### src/design/tlviu_pkg.sv
/*
 * Shared constants and types for the two-level vectored interrupt unit:
 * register map, reset values, field positions, vector layout, call timing.
 * Assumes an 8-bit special-register style bus and a single system clock.
 */
`default_nettype none

package tlviu_pkg;

    localparam int NUM_SRC  = 15;
    localparam int IDX_W    = 4;
    localparam int ADDR_W   = 8;
    localparam int DATA_W   = 8;
    localparam int VEC_W    = 16;

    // Register offsets
    localparam logic [7:0] ENABLE_ADDR     = 8'hA8;
    localparam logic [7:0] PRIO_ADDR       = 8'hB8;
    localparam logic [7:0] EXT_ENABLE_ADDR = 8'hE6;
    localparam logic [7:0] EXT_PRIO_ADDR   = 8'hF6;
    localparam logic [7:0] STATUS_ADDR     = 8'hEE;

    // Reset values
    localparam logic [7:0] ENABLE_RESET     = 8'h00;
    localparam logic [7:0] PRIO_RESET       = 8'h80;
    localparam logic [7:0] EXT_ENABLE_RESET = 8'h00;
    localparam logic [7:0] EXT_PRIO_RESET   = 8'h00;
    localparam logic [7:0] UNMAPPED_READ    = 8'h00;

    // Field positions
    localparam int GLOBAL_EN_BIT  = 7;
    localparam int PRIO_FIXED_BIT = 7;
    localparam int STAT_ISR_LO    = 0;
    localparam int STAT_ISR_HI    = 1;
    localparam int STAT_CALL      = 2;
    localparam int STAT_REQ       = 3;

    // Sources whose pending flag is cleared by hardware on vectoring
    localparam logic [14:0] HW_CLEAR_MASK = 15'h000F;

    // Vector layout
    localparam logic [15:0] RESET_VECTOR  = 16'h0000;
    localparam logic [15:0] VECTOR_BASE   = 16'h0003;
    localparam logic [15:0] VECTOR_STRIDE = 16'h0008;

    // Timing in system clocks
    localparam int DETECT_CYCLES = 1;
    localparam int CALL_CYCLES   = 4;
    localparam int CNT_W         = 2;

    typedef enum logic {
        ST_IDLE,
        ST_CALL
    } tlviu_state_e;

    typedef struct packed {
        logic [8:0] upper_flag;
        logic       timer2_high_overflow_flag;
        logic       timer2_low_overflow_flag;
        logic [4:0] lower_flag;
    } tlviu_src_s;

    typedef struct packed {
        logic instr_end;
        logic irq_return_instr_end;
    } tlviu_cpu_s;

    typedef struct packed {
        logic        valid;
        logic [15:0] addr;
    } tlviu_vec_s;

endpackage

`default_nettype wire

### src/design/tlviu_core.sv
/*
 * Two-level vectored interrupt unit: enable and level registers, per-cycle
 * gating and arbitration, vector call sequencing and in-service tracking.
 * Assumes the CPU reports instruction ends on the same clock, stalls while
 * call_busy is high, and peripherals clear their flags on hw_clear.
 */
// Strobed register access was left to the implementer.
`default_nettype none

module tlviu_core (
    input  wire logic                mclk,
    input  wire logic                nrst,
    input  wire logic                ce,
    input  wire logic [7:0]          addr,
    input  wire logic [7:0]          wdata,
    input  wire logic                we,
    input  wire logic                re,
    output logic      [7:0]          rdata,
    input  wire tlviu_pkg::tlviu_src_s src,
    input  wire tlviu_pkg::tlviu_cpu_s cpu,
    output logic                     call_busy,
    output tlviu_pkg::tlviu_vec_s    vec,
    output logic      [14:0]         hw_clear,
    output logic                     in_service_hi,
    output logic                     in_service_lo
);

    logic [7:0]                enable_reg;
    logic [7:0]                prio_reg;
    logic [7:0]                ext_enable_reg;
    logic [7:0]                ext_prio_reg;
    logic [7:0]                rdata_reg;
    logic [14:0]               flag;
    logic [14:0]               src_en;
    logic [14:0]               src_hi;
    logic [14:0]               gated;
    logic                      win_any;
    logic                      win_hi;
    logic [3:0]                win_idx;
    logic                      req_q;
    logic                      win_hi_q;
    logic [3:0]                win_idx_q;
    tlviu_pkg::tlviu_state_e   state_reg;
    logic [1:0]                cnt_reg;
    logic [3:0]                call_idx_reg;
    logic                      call_hi_reg;
    logic                      call_busy_reg;
    logic                      vec_valid_reg;
    logic [15:0]               vec_addr_reg;
    logic [14:0]               hw_clear_reg;
    logic                      isr_hi_reg;
    logic                      isr_lo_reg;
    logic                      take;
    logic                      vec_fire;

    // Flags are passed through, the two timer 2 flags ORed into source 5; pending state lives in the peripherals
    assign flag = {src.upper_flag,
                   src.timer2_high_overflow_flag | src.timer2_low_overflow_flag,
                   src.lower_flag};
    assign src_en = {ext_enable_reg, enable_reg[6:0]};
    assign src_hi = {ext_prio_reg, prio_reg[6:0]};

    genvar gi;
    generate
        for (gi = 0; gi < tlviu_pkg::NUM_SRC; gi++) begin : g_gate
            assign gated[gi] = flag[gi] & src_en[gi]
                             & enable_reg[tlviu_pkg::GLOBAL_EN_BIT];
        end
    endgenerate

    // Level eligibility against the routine in service, then fixed order
    always_comb begin
        logic hi_ok;
        logic lo_ok;
        hi_ok   = !isr_hi_reg;
        lo_ok   = !isr_hi_reg && !isr_lo_reg;
        win_any = 1'b0;
        win_hi  = 1'b0;
        win_idx = 4'h0;
        for (int i = tlviu_pkg::NUM_SRC - 1; i >= 0; i--) begin
            if (gated[i] && !src_hi[i] && lo_ok) begin
                win_any = 1'b1;
                win_idx = 4'(i);
            end
        end
        for (int i = tlviu_pkg::NUM_SRC - 1; i >= 0; i--) begin
            if (gated[i] && src_hi[i] && hi_ok) begin
                win_any = 1'b1;
                win_hi  = 1'b1;
                win_idx = 4'(i);
            end
        end
    end

    // Detect stage: one clock per sample
    always_ff @(posedge mclk or negedge nrst) begin
        if (!nrst) begin
            req_q     <= 1'b0;
            win_hi_q  <= 1'b0;
            win_idx_q <= 4'h0;
        end else if (ce) begin
            req_q     <= win_any;
            win_hi_q  <= win_hi;
            win_idx_q <= win_idx;
        end
    end

    // A return instruction boundary is refused so one more instruction runs
    assign take = (state_reg == tlviu_pkg::ST_IDLE) && req_q && cpu.instr_end
                && !cpu.irq_return_instr_end;
    assign vec_fire = (state_reg == tlviu_pkg::ST_CALL)
                    && (cnt_reg == 2'(tlviu_pkg::CALL_CYCLES - 2));

    // Vector call sequencer
    always_ff @(posedge mclk or negedge nrst) begin
        if (!nrst) begin
            state_reg     <= tlviu_pkg::ST_IDLE;
            cnt_reg       <= 2'h0;
            call_idx_reg  <= 4'h0;
            call_hi_reg   <= 1'b0;
            call_busy_reg <= 1'b0;
        end else if (ce) begin
            unique case (state_reg)
                tlviu_pkg::ST_IDLE: begin
                    if (take) begin
                        state_reg     <= tlviu_pkg::ST_CALL;
                        cnt_reg       <= 2'h0;
                        call_idx_reg  <= win_idx_q;
                        call_hi_reg   <= win_hi_q;
                        call_busy_reg <= 1'b1;
                    end
                end
                tlviu_pkg::ST_CALL: begin
                    if (cnt_reg == 2'(tlviu_pkg::CALL_CYCLES - 1)) begin
                        state_reg     <= tlviu_pkg::ST_IDLE;
                        call_busy_reg <= 1'b0;
                    end else begin
                        cnt_reg <= cnt_reg + 2'h1;
                    end
                end
            endcase
        end
    end

    // Vector issue and hardware flag clears
    always_ff @(posedge mclk or negedge nrst) begin
        if (!nrst) begin
            vec_valid_reg <= 1'b0;
            vec_addr_reg  <= tlviu_pkg::RESET_VECTOR;
            hw_clear_reg  <= 15'h0000;
        end else if (ce) begin
            vec_valid_reg <= vec_fire;
            hw_clear_reg  <= 15'h0000;
            if (vec_fire) begin
                vec_addr_reg <= tlviu_pkg::VECTOR_BASE
                              + (tlviu_pkg::VECTOR_STRIDE * {12'h000, call_idx_reg});
                hw_clear_reg <= tlviu_pkg::HW_CLEAR_MASK
                              & (15'h0001 << call_idx_reg);
            end
        end
    end

    // In-service levels; a vector entry outranks a same-cycle return
    always_ff @(posedge mclk or negedge nrst) begin
        if (!nrst) begin
            isr_hi_reg <= 1'b0;
            isr_lo_reg <= 1'b0;
        end else if (ce) begin
            if (vec_fire) begin
                if (call_hi_reg) begin
                    isr_hi_reg <= 1'b1;
                end else begin
                    isr_lo_reg <= 1'b1;
                end
            end else if (cpu.irq_return_instr_end && cpu.instr_end) begin
                if (isr_hi_reg) begin
                    isr_hi_reg <= 1'b0;
                end else begin
                    isr_lo_reg <= 1'b0;
                end
            end
        end
    end

    // Register writes
    always_ff @(posedge mclk or negedge nrst) begin
        if (!nrst) begin
            enable_reg     <= tlviu_pkg::ENABLE_RESET;
            prio_reg       <= tlviu_pkg::PRIO_RESET;
            ext_enable_reg <= tlviu_pkg::EXT_ENABLE_RESET;
            ext_prio_reg   <= tlviu_pkg::EXT_PRIO_RESET;
        end else if (ce && we) begin
            unique case (addr)
                tlviu_pkg::ENABLE_ADDR:     enable_reg     <= wdata;
                tlviu_pkg::PRIO_ADDR:       prio_reg       <= {1'b1, wdata[6:0]};
                tlviu_pkg::EXT_ENABLE_ADDR: ext_enable_reg <= wdata;
                tlviu_pkg::EXT_PRIO_ADDR:   ext_prio_reg   <= wdata;
                default: begin
                end
            endcase
        end
    end

    // Register reads, data valid the cycle after the strobe only
    always_ff @(posedge mclk or negedge nrst) begin
        if (!nrst) begin
            rdata_reg <= 8'h00;
        end else if (ce) begin
            rdata_reg <= 8'h00;
            if (re) begin
                unique case (addr)
                    tlviu_pkg::ENABLE_ADDR:     rdata_reg <= enable_reg;
                    tlviu_pkg::PRIO_ADDR:       rdata_reg <= {1'b1, prio_reg[6:0]};
                    tlviu_pkg::EXT_ENABLE_ADDR: rdata_reg <= ext_enable_reg;
                    tlviu_pkg::EXT_PRIO_ADDR:   rdata_reg <= ext_prio_reg;
                    tlviu_pkg::STATUS_ADDR:     rdata_reg <= {4'h0, req_q, call_busy_reg,
                                                              isr_hi_reg, isr_lo_reg};
                    default:                    rdata_reg <= tlviu_pkg::UNMAPPED_READ;
                endcase
            end
        end
    end

    assign rdata         = rdata_reg;
    assign call_busy     = call_busy_reg;
    assign vec.valid     = vec_valid_reg;
    assign vec.addr      = vec_addr_reg;
    assign hw_clear      = hw_clear_reg;
    assign in_service_hi = isr_hi_reg;
    assign in_service_lo = isr_lo_reg;

    a_sample_each_cycle: assert property (@(posedge mclk) disable iff (!nrst)
        (ce && (|gated) && !isr_hi_reg && !isr_lo_reg) |=> req_q)
        else $error("enabled request not detected in one clock");

    a_call_four_clocks: assert property (@(posedge mclk) disable iff (!nrst)
        (ce && take) ##1 (ce && call_busy_reg) [*3] |=> (vec_valid_reg && call_busy_reg))
        else $error("vector not issued on fourth call clock");

    a_irq_return_instr_defers_call: assert property (@(posedge mclk) disable iff (!nrst)
        (ce && state_reg == tlviu_pkg::ST_IDLE && cpu.instr_end && cpu.irq_return_instr_end)
        |=> !call_busy_reg)
        else $error("call started at a return boundary");

    a_no_equal_preempt: assert property (@(posedge mclk) disable iff (!nrst)
        (isr_lo_reg && !isr_hi_reg && take) |-> win_hi_q)
        else $error("low request entered over a low routine");

    a_vector_address: assert property (@(posedge mclk) disable iff (!nrst)
        $rose(vec_valid_reg) |-> (vec_addr_reg ==
            16'h0003 + {9'h000, call_idx_reg, 3'b000}))
        else $error("vector address does not match source index");

    a_global_gate_off: assert property (@(posedge mclk) disable iff (!nrst)
        (ce && !enable_reg[tlviu_pkg::GLOBAL_EN_BIT]) |=> !req_q)
        else $error("request detected while globally disabled");

    a_timer2_gate: assert property (@(posedge mclk) disable iff (!nrst)
        (ce && !enable_reg[5]) |=> !(req_q && win_idx_q == 4'h5))
        else $error("timer 2 request passed a cleared enable");

    a_level_bit_fixed: assert property (@(posedge mclk) disable iff (!nrst)
        (ce && re && addr == tlviu_pkg::PRIO_ADDR) |=> rdata[7])
        else $error("level register bit 7 read as zero");

    a_high_not_preempt: assert property (@(posedge mclk) disable iff (!nrst)
        isr_hi_reg |-> !take)
        else $error("high routine was preempted");

    a_high_level_wins: assert property (@(posedge mclk) disable iff (!nrst)
        (ce && (|(gated & src_hi)) && !isr_hi_reg) |=> (req_q && win_hi_q))
        else $error("low level won over a high request");

    a_flag_gate_all: assert property (@(posedge mclk) disable iff (!nrst)
        (ce && !(|gated)) |=> !req_q)
        else $error("request without flag and enables");

endmodule

`default_nettype wire

### config.mk
export PLATFORM = sky130hd
export DESIGN_NAME = tlviu_core
export DESIGN_NICKNAME = d
export VERILOG_FILES = /design/src/design/tlviu_pkg.sv /design/src/design/tlviu_core.sv
export SDC_FILE = /design/constraint.sdc
export NUM_CORES = 1
export LEC_CHECK = 0
export BUFFER_PORTS_ARGS = -buffer_cell sky130_fd_sc_hd__buf_2
export CAP_MARGIN = 20
export CORE_UTILIZATION = 50
export CTS_CLUSTER_SIZE = 40
export DETAILED_ROUTE_END_ITERATION = 8
export GPL_TIMING_DRIVEN = 0
export PLACE_DENSITY = 0.86
export SLEW_MARGIN = 20
export SYNTH_ARGS = -nofsm -noshare
export SYNTH_HDL_FRONTEND = slang
export SYNTH_SLANG_ARGS = --single-unit
### constraint.sdc
create_clock -name mclk -period 2.3 [get_ports mclk]
set_input_delay 0.115 -clock mclk [delete_from_list [all_inputs] [get_ports mclk]]
set_output_delay 0.115 -clock mclk [all_outputs]
set_load 0.05 [all_outputs]
==> impl_metrics.py, run 1 <==
metrics = {
    "die": {
        "initial_utilization_pct": 52.8,
        "design.die.area_um2": 7690,
        "fp-row-count": 30,
        "pin_count": 82,
        "core_region_area_um2": 6940,
        "die_w_um": 87.7,
        "die_h_um": 87.7,
    },
    "pwr": {
        "cellInternalPower_uw": 2080,
        "power_frac_comb_pct": 21.9,
        "cellLeakagePower_uw": 0.00225,
        "vdd.ir_drop.worst_mv": 0.519,
        "switching_share_of_total_power_pct": 32.8,
        "power_density_nw_per_um2": 705,
        "sequentialPowerShare_pct": 43.8,
        "clockPowerShare_pct": 34.3,
        "p_switching_uw": 1020,
    },
    "sta": {
        "slew_viol_final": 0,
        "setup-violations-final": 0,
        "finalHoldViolations": 0,
        "tightestPinTransition_ns": 0.805,
        "timing.clock.skew_ns": 0.00934,
        "timing.max_slew.rel_slack_pct": 46.3,
        "final.setup.worst_slack_ns": 0.168,
        "finalSetupTns_ns": 0,
        "max_freq_ghz": 0.469,
        "period_needed_ns": 2.13,
        "grt_setup_unrepaired": "no",
        "fin_crit_sh_pct": 92.7,
    },
    "route": {
        "detail_route.drc_violations": 0,
        "ant_nets": 0,
        "drt-initial-drc-count": 372,
        "drt_pass_1_iters": 7,
        "routed_wl_um": 9170,
        "vias": 3137,
        "met2_length_um": 4640,
        "detail_route.vias_per_cell": 5.78,
        "route.top_layer_used": "met4",
        "detailroute.wirelength.met3_um": 638,
        "wirelength_met1_um": 3700,
        "wl_per_cell_um": 16.9,
    },
    "yosys": {
        "synth_simple_gate_area_share_pct": 19.2,
        "synth_compound_gate_area_share_pct": 15.5,
        "seq_area_frac_synth_pct": 45.0,
        "yosys_warnings": 0,
        "synth_ff_type": "dfrtp_1",
        "synth.mux.area_fraction_pct": 11.9,
        "synth_largest_type_area_fraction_pct": 45.0,
        "synth_top_cells_by_area": "dfrtp_1 45%, mux2_2 12%, buf_4 5.1%",
        "syn-cell-area_um2": 3670,
        "yosysTopAreaCell": "dfrtp_1",
        "synthesis.area_per_instance_um2": 10.5,
        "synth_async_sr_flop_share_pct": 100,
        "edff_count_synth": 0,
        "netlist-cell-type-count": 56,
        "synthCells": 351,
        "synth_fa_ha_area_share_pct": 0.682,
        "post_synth_most_frequent_cells": "66 x dfrtp_1, 38 x mux2_2, 32 x nand2_1",
        "synth.ff_latch_count": 66,
        "yosys.area_share.xor_xnor_pct": 0,
        "yosys.cell_count.top_type": "dfrtp_1",
        "synth_top_family_by_area": "simple AND/OR/NAND/NOR gates",
    },
    "global_route": {
        "grt_first_pass_wirelength_um": 14800,
        "maximum_number_of_pins_on_one_net_before_global_route_repair": 67,
        "grt.total_usage_pct": 25.9,
        "antenna_violations_before_repair": 0,
        "grt_overflow": 0,
        "vias_in_the_first_global_route": 3060,
    },
    "worst_setup_path": {
        "required_ns": 2.57,
        "crit_path_max_fanout": 10,
        "r2r.worst_path.cells": 8,
        "critical_path_at_ns": 2.40,
        "worst-setup-path-type": "reg -> reg",
        "worst_setup_path_start_kind": "flop",
        "end_kind": "flop",
    },
    "cts": {
        "root_buffer": "clkbuf_8",
        "max-clock-path-buffers": 2,
        "htreeDepth": 3,
        "cts_buffers": 9,
        "cts.sinks": 66,
        "clk_pin_slew_ns": 0.07,
        "cts_tree": "yes",
        "worst_skew_pair.late_latency_ns": 0.34,
        "cts.repair_timing.setup_buffer_count": 0,
    },
    "job": {
        "cap_viol_max_count": 0,
    },
    "finish": {
        "post_route_cells_drive_above_1_share_pct": 35.6,
        "n_antenna_cell": 0,
        "syn2layout_area_growth_pct": 19.9,
        "fillers": 607,
        "final_nets": 483,
    },
    "outcome": {
        "status": "completed",
    },
    "placed_design": {
        "gp_congestion": 0.919,
        "dp.final_hpwl_um": 7050,
        "port-buffer-count": 59,
        "dp_worst_setup_slack_ns": 0.105,
    },
    "worst_hold_path": {
        "hold_path_depth": 2,
        "hold_path_class": "in -> reg",
    },
}
through the flow:
step	instances	area [µm²]	hold WS, ns	util (%)	total power, µW
global route	543	4400	0.0164	63.4	3250
detailed placement	526	4160	0.256	59.9	2060
CTS	543	4390	0.00767	63.2	3120
floorplan	371	3740	-0.181	-	1860
finish	543	4400	0.0203	63.4	3100
global placement	526	4160	0.366	59.9	2030
cell usage in the layout, fill, tap and decap left out, drive strengths merged, types with 7 or more instances in the layout:
master	instances
nor3	10
nand4	12
clkbuf	13
nor2	11
a21oi	15
conb	21
o21ai	14
a222oi	7
buf	93
mux2	38
a21o	11
dfrtp	66
nand3	9
and3	13
nand2b	7
nand3b	8
nand2	32
power by group through the flow:
stage	Clock, µW	Combinational, µW	Sequential, µW
after floorplan	0	365	1500
after global placement	0	661	1370
after detailed placement	0	679	1380
after CTS	1080	682	1360
after global routing	1130	740	1380
final	1060	680	1360
routing by layer:
layer / vias to the layer above / track usage (%)
met5: - / 0
met4: 0 / 9.39
met3: 20 / 5.18
met2: 127 / 44.6
met1: 1533 / 32.4
li1: 1457 / -
path summary, 6_finish.rpt:
kind,end,slack (ns),startpoint
setup / recovery,win_idx_q[1]$_DFFE_PN0P_,0.17,in_service_hi$_DFFE_PN0P_
hold / removal,in_service_hi$_DFFE_PN0P_,0.02,cpu[1]
setup reg to reg,win_idx_q[1]$_DFFE_PN0P_,0.17,in_service_hi$_DFFE_PN0P_
hold reg to reg,hw_clear[0]$_DFFE_PN0P_,0.47,call_idx_reg[1]$_DFFE_PN0P_
max in group asynchronous,ext_enable_reg[7]$_DFFE_PN0P_,1.36,nrst
min in group asynchronous,state_reg$_DFFE_PN0P_,0.39,nrst
logic make-up (layout without fill, tap and decap cells):
logic type | count (synthesis) | in the layout
flip-flops | 66 | 66
buffers and inverters | 42 | 118
adder cells (fa/ha/maj) | 2 | 2
other | 1 | 21
AND/OR/NAND/NOR | 122 | 122
AO/OA/AOI/OAI | 79 | 79
multiplexers | 39 | 39
worst max-delay path: stages (launching register included):
cell and delay (ns):
dfrtp_1 0.48, or3b_1 0.40, buf_6 0.15, buf_8 0.13, nor4b_4 0.25, o31ai_1 0.11, a211oi_2 0.23, o211ai_1 0.12
a21oi_1 0.18
area by class of cell:
class / instances / area [µm²] / area share, %
Tap cell: 96 / 120 / 2.73
Timing Repair Buffer: 60 / 308 / 6.99
Clock inverter: 6 / 91.3 / 2.08
Multi-Input combinational cell: 263 / 1830 / 41.5
Clock buffer: 10 / 128 / 2.90
Buffer: 37 / 259 / 5.88
Sequential cell: 66 / 1650 / 37.5
Inverter: 5 / 18.8 / 0.426
timing repair:
item                                    in CTS  in global routing
hold buffers                                 1                  0
gates resized for setup                      0                  2
endpoints found under the setup margin       0                  2
hold endpoints to repair                    66                  0
Note: power is estimated with default switching activity, not from simulation.
==> run 2: changes to the inputs <==
--- a/config.mk
+++ b/config.mk
@@ -12,6 +12,7 @@
 export DETAILED_ROUTE_END_ITERATION = 8
 export GPL_TIMING_DRIVEN = 0
 export PLACE_DENSITY = 0.86
+export SKIP_CTS_REPAIR_TIMING = 1
 export SLEW_MARGIN = 20
 export SYNTH_ARGS = -nofsm -noshare
 export SYNTH_HDL_FRONTEND = slang
==> constraint.sdc (replaced) <==
create_clock -name mclk -period 2.3 [get_ports mclk]
set_input_delay 0.46 -clock mclk [delete_from_list [all_inputs] [get_ports mclk]]
set_output_delay 0.46 -clock mclk [all_outputs]
set_load 0.05 [all_outputs]
==> run 2 against run 1 <==
Total power is essentially flat. Non-clock buffer count down 1. Hold slack better by 0.17 ns. Core utilization down 0.14 points. Sequential power is essentially flat. Worst setup slack lost 0.070 ns. Combinational power about the same. Global-route usage is the same. First-iteration DRC count fell by 10%. Via count is 0.41% lower. Fmax shrank 3.2%. Critical path type is now in -> reg. Critical endpoint is now ext_prio_reg[4]$_DFFE_PN0P_.
==> impl_metrics.py, run 2 (synthesis results as in run 1) <==
metrics = {
    "sta": {
        "tightestPinTransition_ns": 0.800,
        "period_needed_ns": 2.20,
        "max_freq_ghz": 0.454,
        "grt_setup_unrepaired": "no",
        "setup-violations-final": 0,
        "finalHoldViolations": 0,
        "timing.clock.skew_ns": 0.00936,
        "timing.max_slew.rel_slack_pct": 46.6,
        "slew_viol_final": 0,
        "fin_crit_sh_pct": 95.7,
    },
    "placed_design": {
        "place_area_um2": 4160,
        "dp.final_hpwl_um": 7050,
        "number_of_placed_cells_counting_well_taps": 526,
        "port-buffer-count": 59,
        "gp_congestion": 0.919,
    },
    "die": {
        "pin_count": 82,
        "design.die.area_um2": 7690,
        "core_region_area_um2": 6940,
        "initial_utilization_pct": 52.8,
        "die_w_um": 87.7,
        "fp-row-count": 30,
        "die_h_um": 87.7,
    },
    "finish": {
        "post_layout_inst_area_um2": 4390,
        "final_common_cell": "dfrtp_1",
        "layout.cells.non_filler": 542,
        "post_route_cells_drive_above_1_share_pct": 35.7,
        "final_nets": 482,
        "syn2layout_area_growth_pct": 19.7,
        "layout.cells.most_common_list": "66 x dfrtp_1, 64 x buf_2, 38 x mux2_2",
        "n_antenna_cell": 0,
    },
    "job": {
        "cap_viol_max_count": 0,
    },
    "cts": {
        "cts.sinks": 66,
        "cts_tree": "yes",
        "worst_skew_pair.late_latency_ns": 0.34,
        "clk_pin_slew_ns": 0.08,
        "max-clock-path-buffers": 2,
        "cts_buffers": 9,
        "htreeDepth": 3,
        "root_buffer": "clkbuf_8",
    },
    "global_route": {
        "antenna_violations_before_repair": 0,
        "maximum_number_of_pins_on_one_net_before_global_route_repair": 67,
        "vias_in_the_first_global_route": 3057,
        "grt_first_pass_wirelength_um": 14800,
        "grt_overflow": 0,
        "grt.total_usage_pct": 25.9,
    },
    "worst_setup_path": {
        "timing.critical_path.cells": "buf_2 -> nand2b_1 -> nor4_1 -> and3_1 -> buf_2 -> and3_1 -> buf_2 -> mux2_2",
        "worst-setup-path-type": "in -> reg",
        "worst_setup_path_start_kind": "input pin",
        "slowest_delay_ns": 0.45,
        "end_kind": "flop",
        "critical_path_at_ns": 2.43,
        "critPathTopFamily": "simple AND/OR/NAND/NOR gates",
        "reg2reg_setup_slack_ns": 0.16,
        "worst_path_max_delay_cell": "nor4_1",
        "crit_path_max_fanout": 9,
        "cp_num_buf_inv": 3,
        "cp_common_cell": "buf_2",
        "required_ns": 2.52,
    },
    "pwr": {
        "power_frac_comb_pct": 21.9,
        "cellLeakagePower_uw": 0.00225,
        "p_switching_uw": 1020,
        "switching_share_of_total_power_pct": 32.8,
        "vdd.ir_drop.worst_mv": 0.519,
        "clockPowerShare_pct": 34.3,
        "sequentialPowerShare_pct": 43.8,
        "total_power_uw": 3100,
        "power_density_nw_per_um2": 706,
        "cellInternalPower_uw": 2080,
    },
    "route": {
        "vias": 3124,
        "detail_route.drc_violations": 0,
        "detail_route.vias_per_cell": 5.76,
        "drt_pass_1_iters": 5,
        "routed_wl_um": 9140,
        "wl_per_cell_um": 16.9,
        "ant_nets": 0,
        "drt-initial-drc-count": 333,
    },
    "worst_hold_path": {
        "hold_path_class": "in -> async",
    },
    "outcome": {
        "status": "completed",
    },
}
-- run 2: through the flow --
stage	setup WS, ns	util (%)	hold slack (ns)	TNS [ns]
after global routing	0.0136	63.2	0.260	0
after floorplan	0.155	-	0.164	0
after detailed placement	-0.240	59.9	0.464	-4.73
after global placement	-0.119	59.9	0.457	-2.37
final	0.0983	63.2	0.186	0
after CTS	0.111	63.1	0.225	0
-- run 2: path summary, 6_finish.rpt --
| check | end | cells after the start | from |
|---|---|---|---|
| max in group asynchronous | ext_enable_reg[7]$_DFFE_PN0P_ | 1 | nrst |
| min in group mclk | in_service_hi$_DFFE_PN0P_ | 2 | cpu[1] |
| hold reg to reg | hw_clear[0]$_DFFE_PN0P_ | 1 | call_idx_reg[1]$_DFFE_PN0P_ |
| hold / removal | state_reg$_DFFE_PN0P_ | 1 | nrst |
| setup reg to reg | win_idx_q[1]$_DFFE_PN0P_ | 8 | in_service_lo$_DFFE_PN0P_ |
| setup / recovery | ext_prio_reg[4]$_DFFE_PN0P_ | 8 | addr[0] |
-- run 2: layout make-up --
type                       count  area (µm²)
sequential                    66        1650
buffer                        37         259
clock inverter                 6        91.3
clock buffer                  10         128
tap                           96         120
inverter                       5        18.8
timing repair buffer          59         298
multi-input combinational    263        1830
fill                         610        2550
-- run 2: routing by layer --
metal,vias up,global-route usage (%),wire (µm)
met4,0,9.39,189
met1,1513,32.4,3740
met5,-,0,0
met2,139,44.6,4620
met3,17,5.18,590
li1,1455,-,-
-- run 2: power by group through the flow --
stage	registers (µW)	clock network [µW]	logic (µW)
after floorplan	1500	0	365
after global placement	1370	0	661
after detailed placement	1380	0	679
after CTS	1360	1080	681
after global routing	1380	1130	739
final	1360	1070	679
==> run 3: changes to the inputs <==
--- a/config.mk
+++ b/config.mk
@@ -6,7 +6,7 @@
 export NUM_CORES = 1
 export LEC_CHECK = 0
 export BUFFER_PORTS_ARGS = -buffer_cell sky130_fd_sc_hd__buf_2
-export CAP_MARGIN = 20
+export CORE_MARGIN = 2
 export CORE_UTILIZATION = 50
 export CTS_CLUSTER_SIZE = 40
 export DETAILED_ROUTE_END_ITERATION = 8
==> constraint.sdc (replaced) <==
create_clock -name mclk -period 2.72 [get_ports mclk]
set_input_delay 0.544 -clock mclk [delete_from_list [all_inputs] [get_ports mclk]]
set_output_delay 0.544 -clock mclk [all_outputs]
set_load 0.05 [all_outputs]
==> run 3 against run 2 <==
Register-to-register slack better by 0.27 ns. Clock skew grew 0.0028 ns. Hold slack gained 0.097 ns. Clock-buffer cell count fell by 1. Clock power down 24%. Via count up 2.0%. Highest routed layer unchanged.
==> impl_metrics.py, run 3 (synthesis results as in run 1) <==
metrics = {
    "global_route": {
        "grt.total_usage_pct": 24.6,
        "maximum_number_of_pins_on_one_net_before_global_route_repair": 67,
        "antenna_violations_before_repair": 0,
        "grt_first_pass_wirelength_um": 14800,
        "grt_overflow": 0,
        "vias_in_the_first_global_route": 3082,
    },
    "sta": {
        "slew_viol_final": 0,
        "timing.clock.skew_ns": 0.0122,
        "timing.max_slew.rel_slack_pct": 46.1,
        "fin_hold_ws_ns": 0.283,
        "max_freq_ghz": 0.437,
        "finalSetupTns_ns": 0,
        "finalHoldViolations": 0,
        "grt_setup_unrepaired": "no",
        "tightestPinTransition_ns": 0.808,
        "setup-violations-final": 0,
        "period_needed_ns": 2.29,
        "fin_crit_sh_pct": 84.1,
    },
    "pwr": {
        "cellLeakagePower_uw": 0.00224,
        "total_power_uw": 2540,
        "vdd.ir_drop.worst_mv": 0.263,
        "power_density_nw_per_um2": 583,
    },
    "worst_setup_path": {
        "worst_setup_path_start_kind": "flop",
        "worst-setup-path-type": "reg -> reg",
        "end_kind": "flop",
        "worst_path_max_delay_cell": "dfrtp_1",
        "crit_path_max_fanout": 6,
        "required_ns": 2.94,
        "slowest_delay_ns": 0.48,
        "timing.critical_path.cells": "or3b_1 -> buf_6 -> nor3_1 -> o21ba_2 -> o22a_2 -> o2111ai_1 -> a21oi_1",
        "critical_path_at_ns": 2.50,
    },
    "route": {
        "detail_route.vias_per_cell": 5.85,
        "ant_nets": 0,
        "wl_per_cell_um": 17.2,
        "routed_wl_um": 9400,
        "drt-initial-drc-count": 241,
        "vias": 3187,
        "detail_route.drc_violations": 0,
        "drt_pass_1_iters": 7,
    },
    "die": {
        "design.die.area_um2": 8040,
        "fp-row-count": 31,
        "core_region_area_um2": 7180,
        "die_w_um": 89.7,
        "die_h_um": 89.7,
        "pin_count": 82,
        "initial_utilization_pct": 51.1,
    },
    "job": {
        "cap_viol_max_count": 0,
    },
    "finish": {
        "layout.cells.most_common_list": "66 x dfrtp_1, 64 x buf_2, 38 x mux2_2",
        "post_route_cells_drive_above_1_share_pct": 35.4,
        "n_antenna_cell": 0,
        "multi_input_area_um2": 1820,
        "syn2layout_area_growth_pct": 18.8,
        "final_common_cell": "dfrtp_1",
        "final_nets": 482,
        "fillers": 627,
        "regArea_um2": 1650,
        "layout.cells.non_filler": 545,
    },
    "placed_design": {
        "dp.final_hpwl_um": 7100,
        "port-buffer-count": 59,
        "gp_congestion": 0.933,
        "number_of_placed_cells_counting_well_taps": 529,
    },
    "outcome": {
        "status": "completed",
    },
    "cts": {
        "htreeDepth": 3,
        "cts.sinks": 66,
        "clk_pin_slew_ns": 0.07,
        "max-clock-path-buffers": 2,
        "cts_buffers": 9,
        "worst_skew_pair.late_latency_ns": 0.35,
        "root_buffer": "clkbuf_8",
        "cts_tree": "yes",
    },
    "worst_hold_path": {
        "hold_path_class": "in -> async",
    },
}
==> run 3: changes by cell type in the layout (fill, tap and decap cells not counted), sizes merged <==
cell	previous run	this run
clkinvlp	0	1
bufinv	2	1
clkinv	5	6
clkbuf	13	12
==> run 3: per-layer routing <==
layer  share of wire [%]  track usage, %
met1                  40            30.8
met4                 2.7            11.3
met2                  49            40.8
met3                 8.6            5.48
met5                   0               0
==> run 3: cell type report <==
type / instances / area share (%)
tap: 99 / 2.84
inverter: 5 / 0.430
timing repair buffer: 59 / 6.83
clock inverter: 7 / 1.61
buffer: 37 / 5.94
clock buffer: 9 / 2.84
multi-input combinational: 263 / 41.6
sequential: 66 / 37.9
==> run 3: path summary, 6_finish.rpt <==
kind / from / to / slack [ns] / cells after the start
max: in_service_lo$_DFFE_PN0P_ / win_idx_q[0]$_DFFE_PN0P_ / 0.43 / 7
min: nrst / in_service_lo$_DFFE_PN0P_ / 0.28 / 1
max reg2reg: in_service_lo$_DFFE_PN0P_ / win_idx_q[0]$_DFFE_PN0P_ / 0.43 / 7
min reg2reg: call_idx_reg[1]$_DFFE_PN0P_ / hw_clear[0]$_DFFE_PN0P_ / 0.48 / 1
max in group asynchronous: nrst / ext_prio_reg[4]$_DFFE_PN0P_ / 1.91 / 1
min in group mclk: wdata[7] / enable_reg[7]$_DFFE_PN0P_ / 0.45 / 2
==> run 3: power breakdown <==
part           switching, µW  leakage (µW)  internal [µW]
combinational            403       0.00124            175
clock                    390     0.0000990            421
sequential              84.7      0.000902           1070
==> run 3: metrics by stage <==
| stage | instance area (µm²) | utilization (%) | setup WS [ns] |
|---|---|---|---|
| floorplan | 3740 | - | 0.512 |
| global route | 4360 | 60.8 | 0.354 |
| global placement | 4160 | 58.0 | 0.240 |
| detailed placement | 4170 | 58.1 | 0.150 |
| finish | 4360 | 60.8 | 0.433 |
| CTS | 4360 | 60.8 | 0.503 |
==> run 3: critical path, delay by kind of cell, from the launching register on <==
kind | cells | cell delay [ns]
compound gates | 4 | 0.75
flops | 1 | 0.48
simple gates | 2 | 0.77
buf+inv | 1 | 0.15
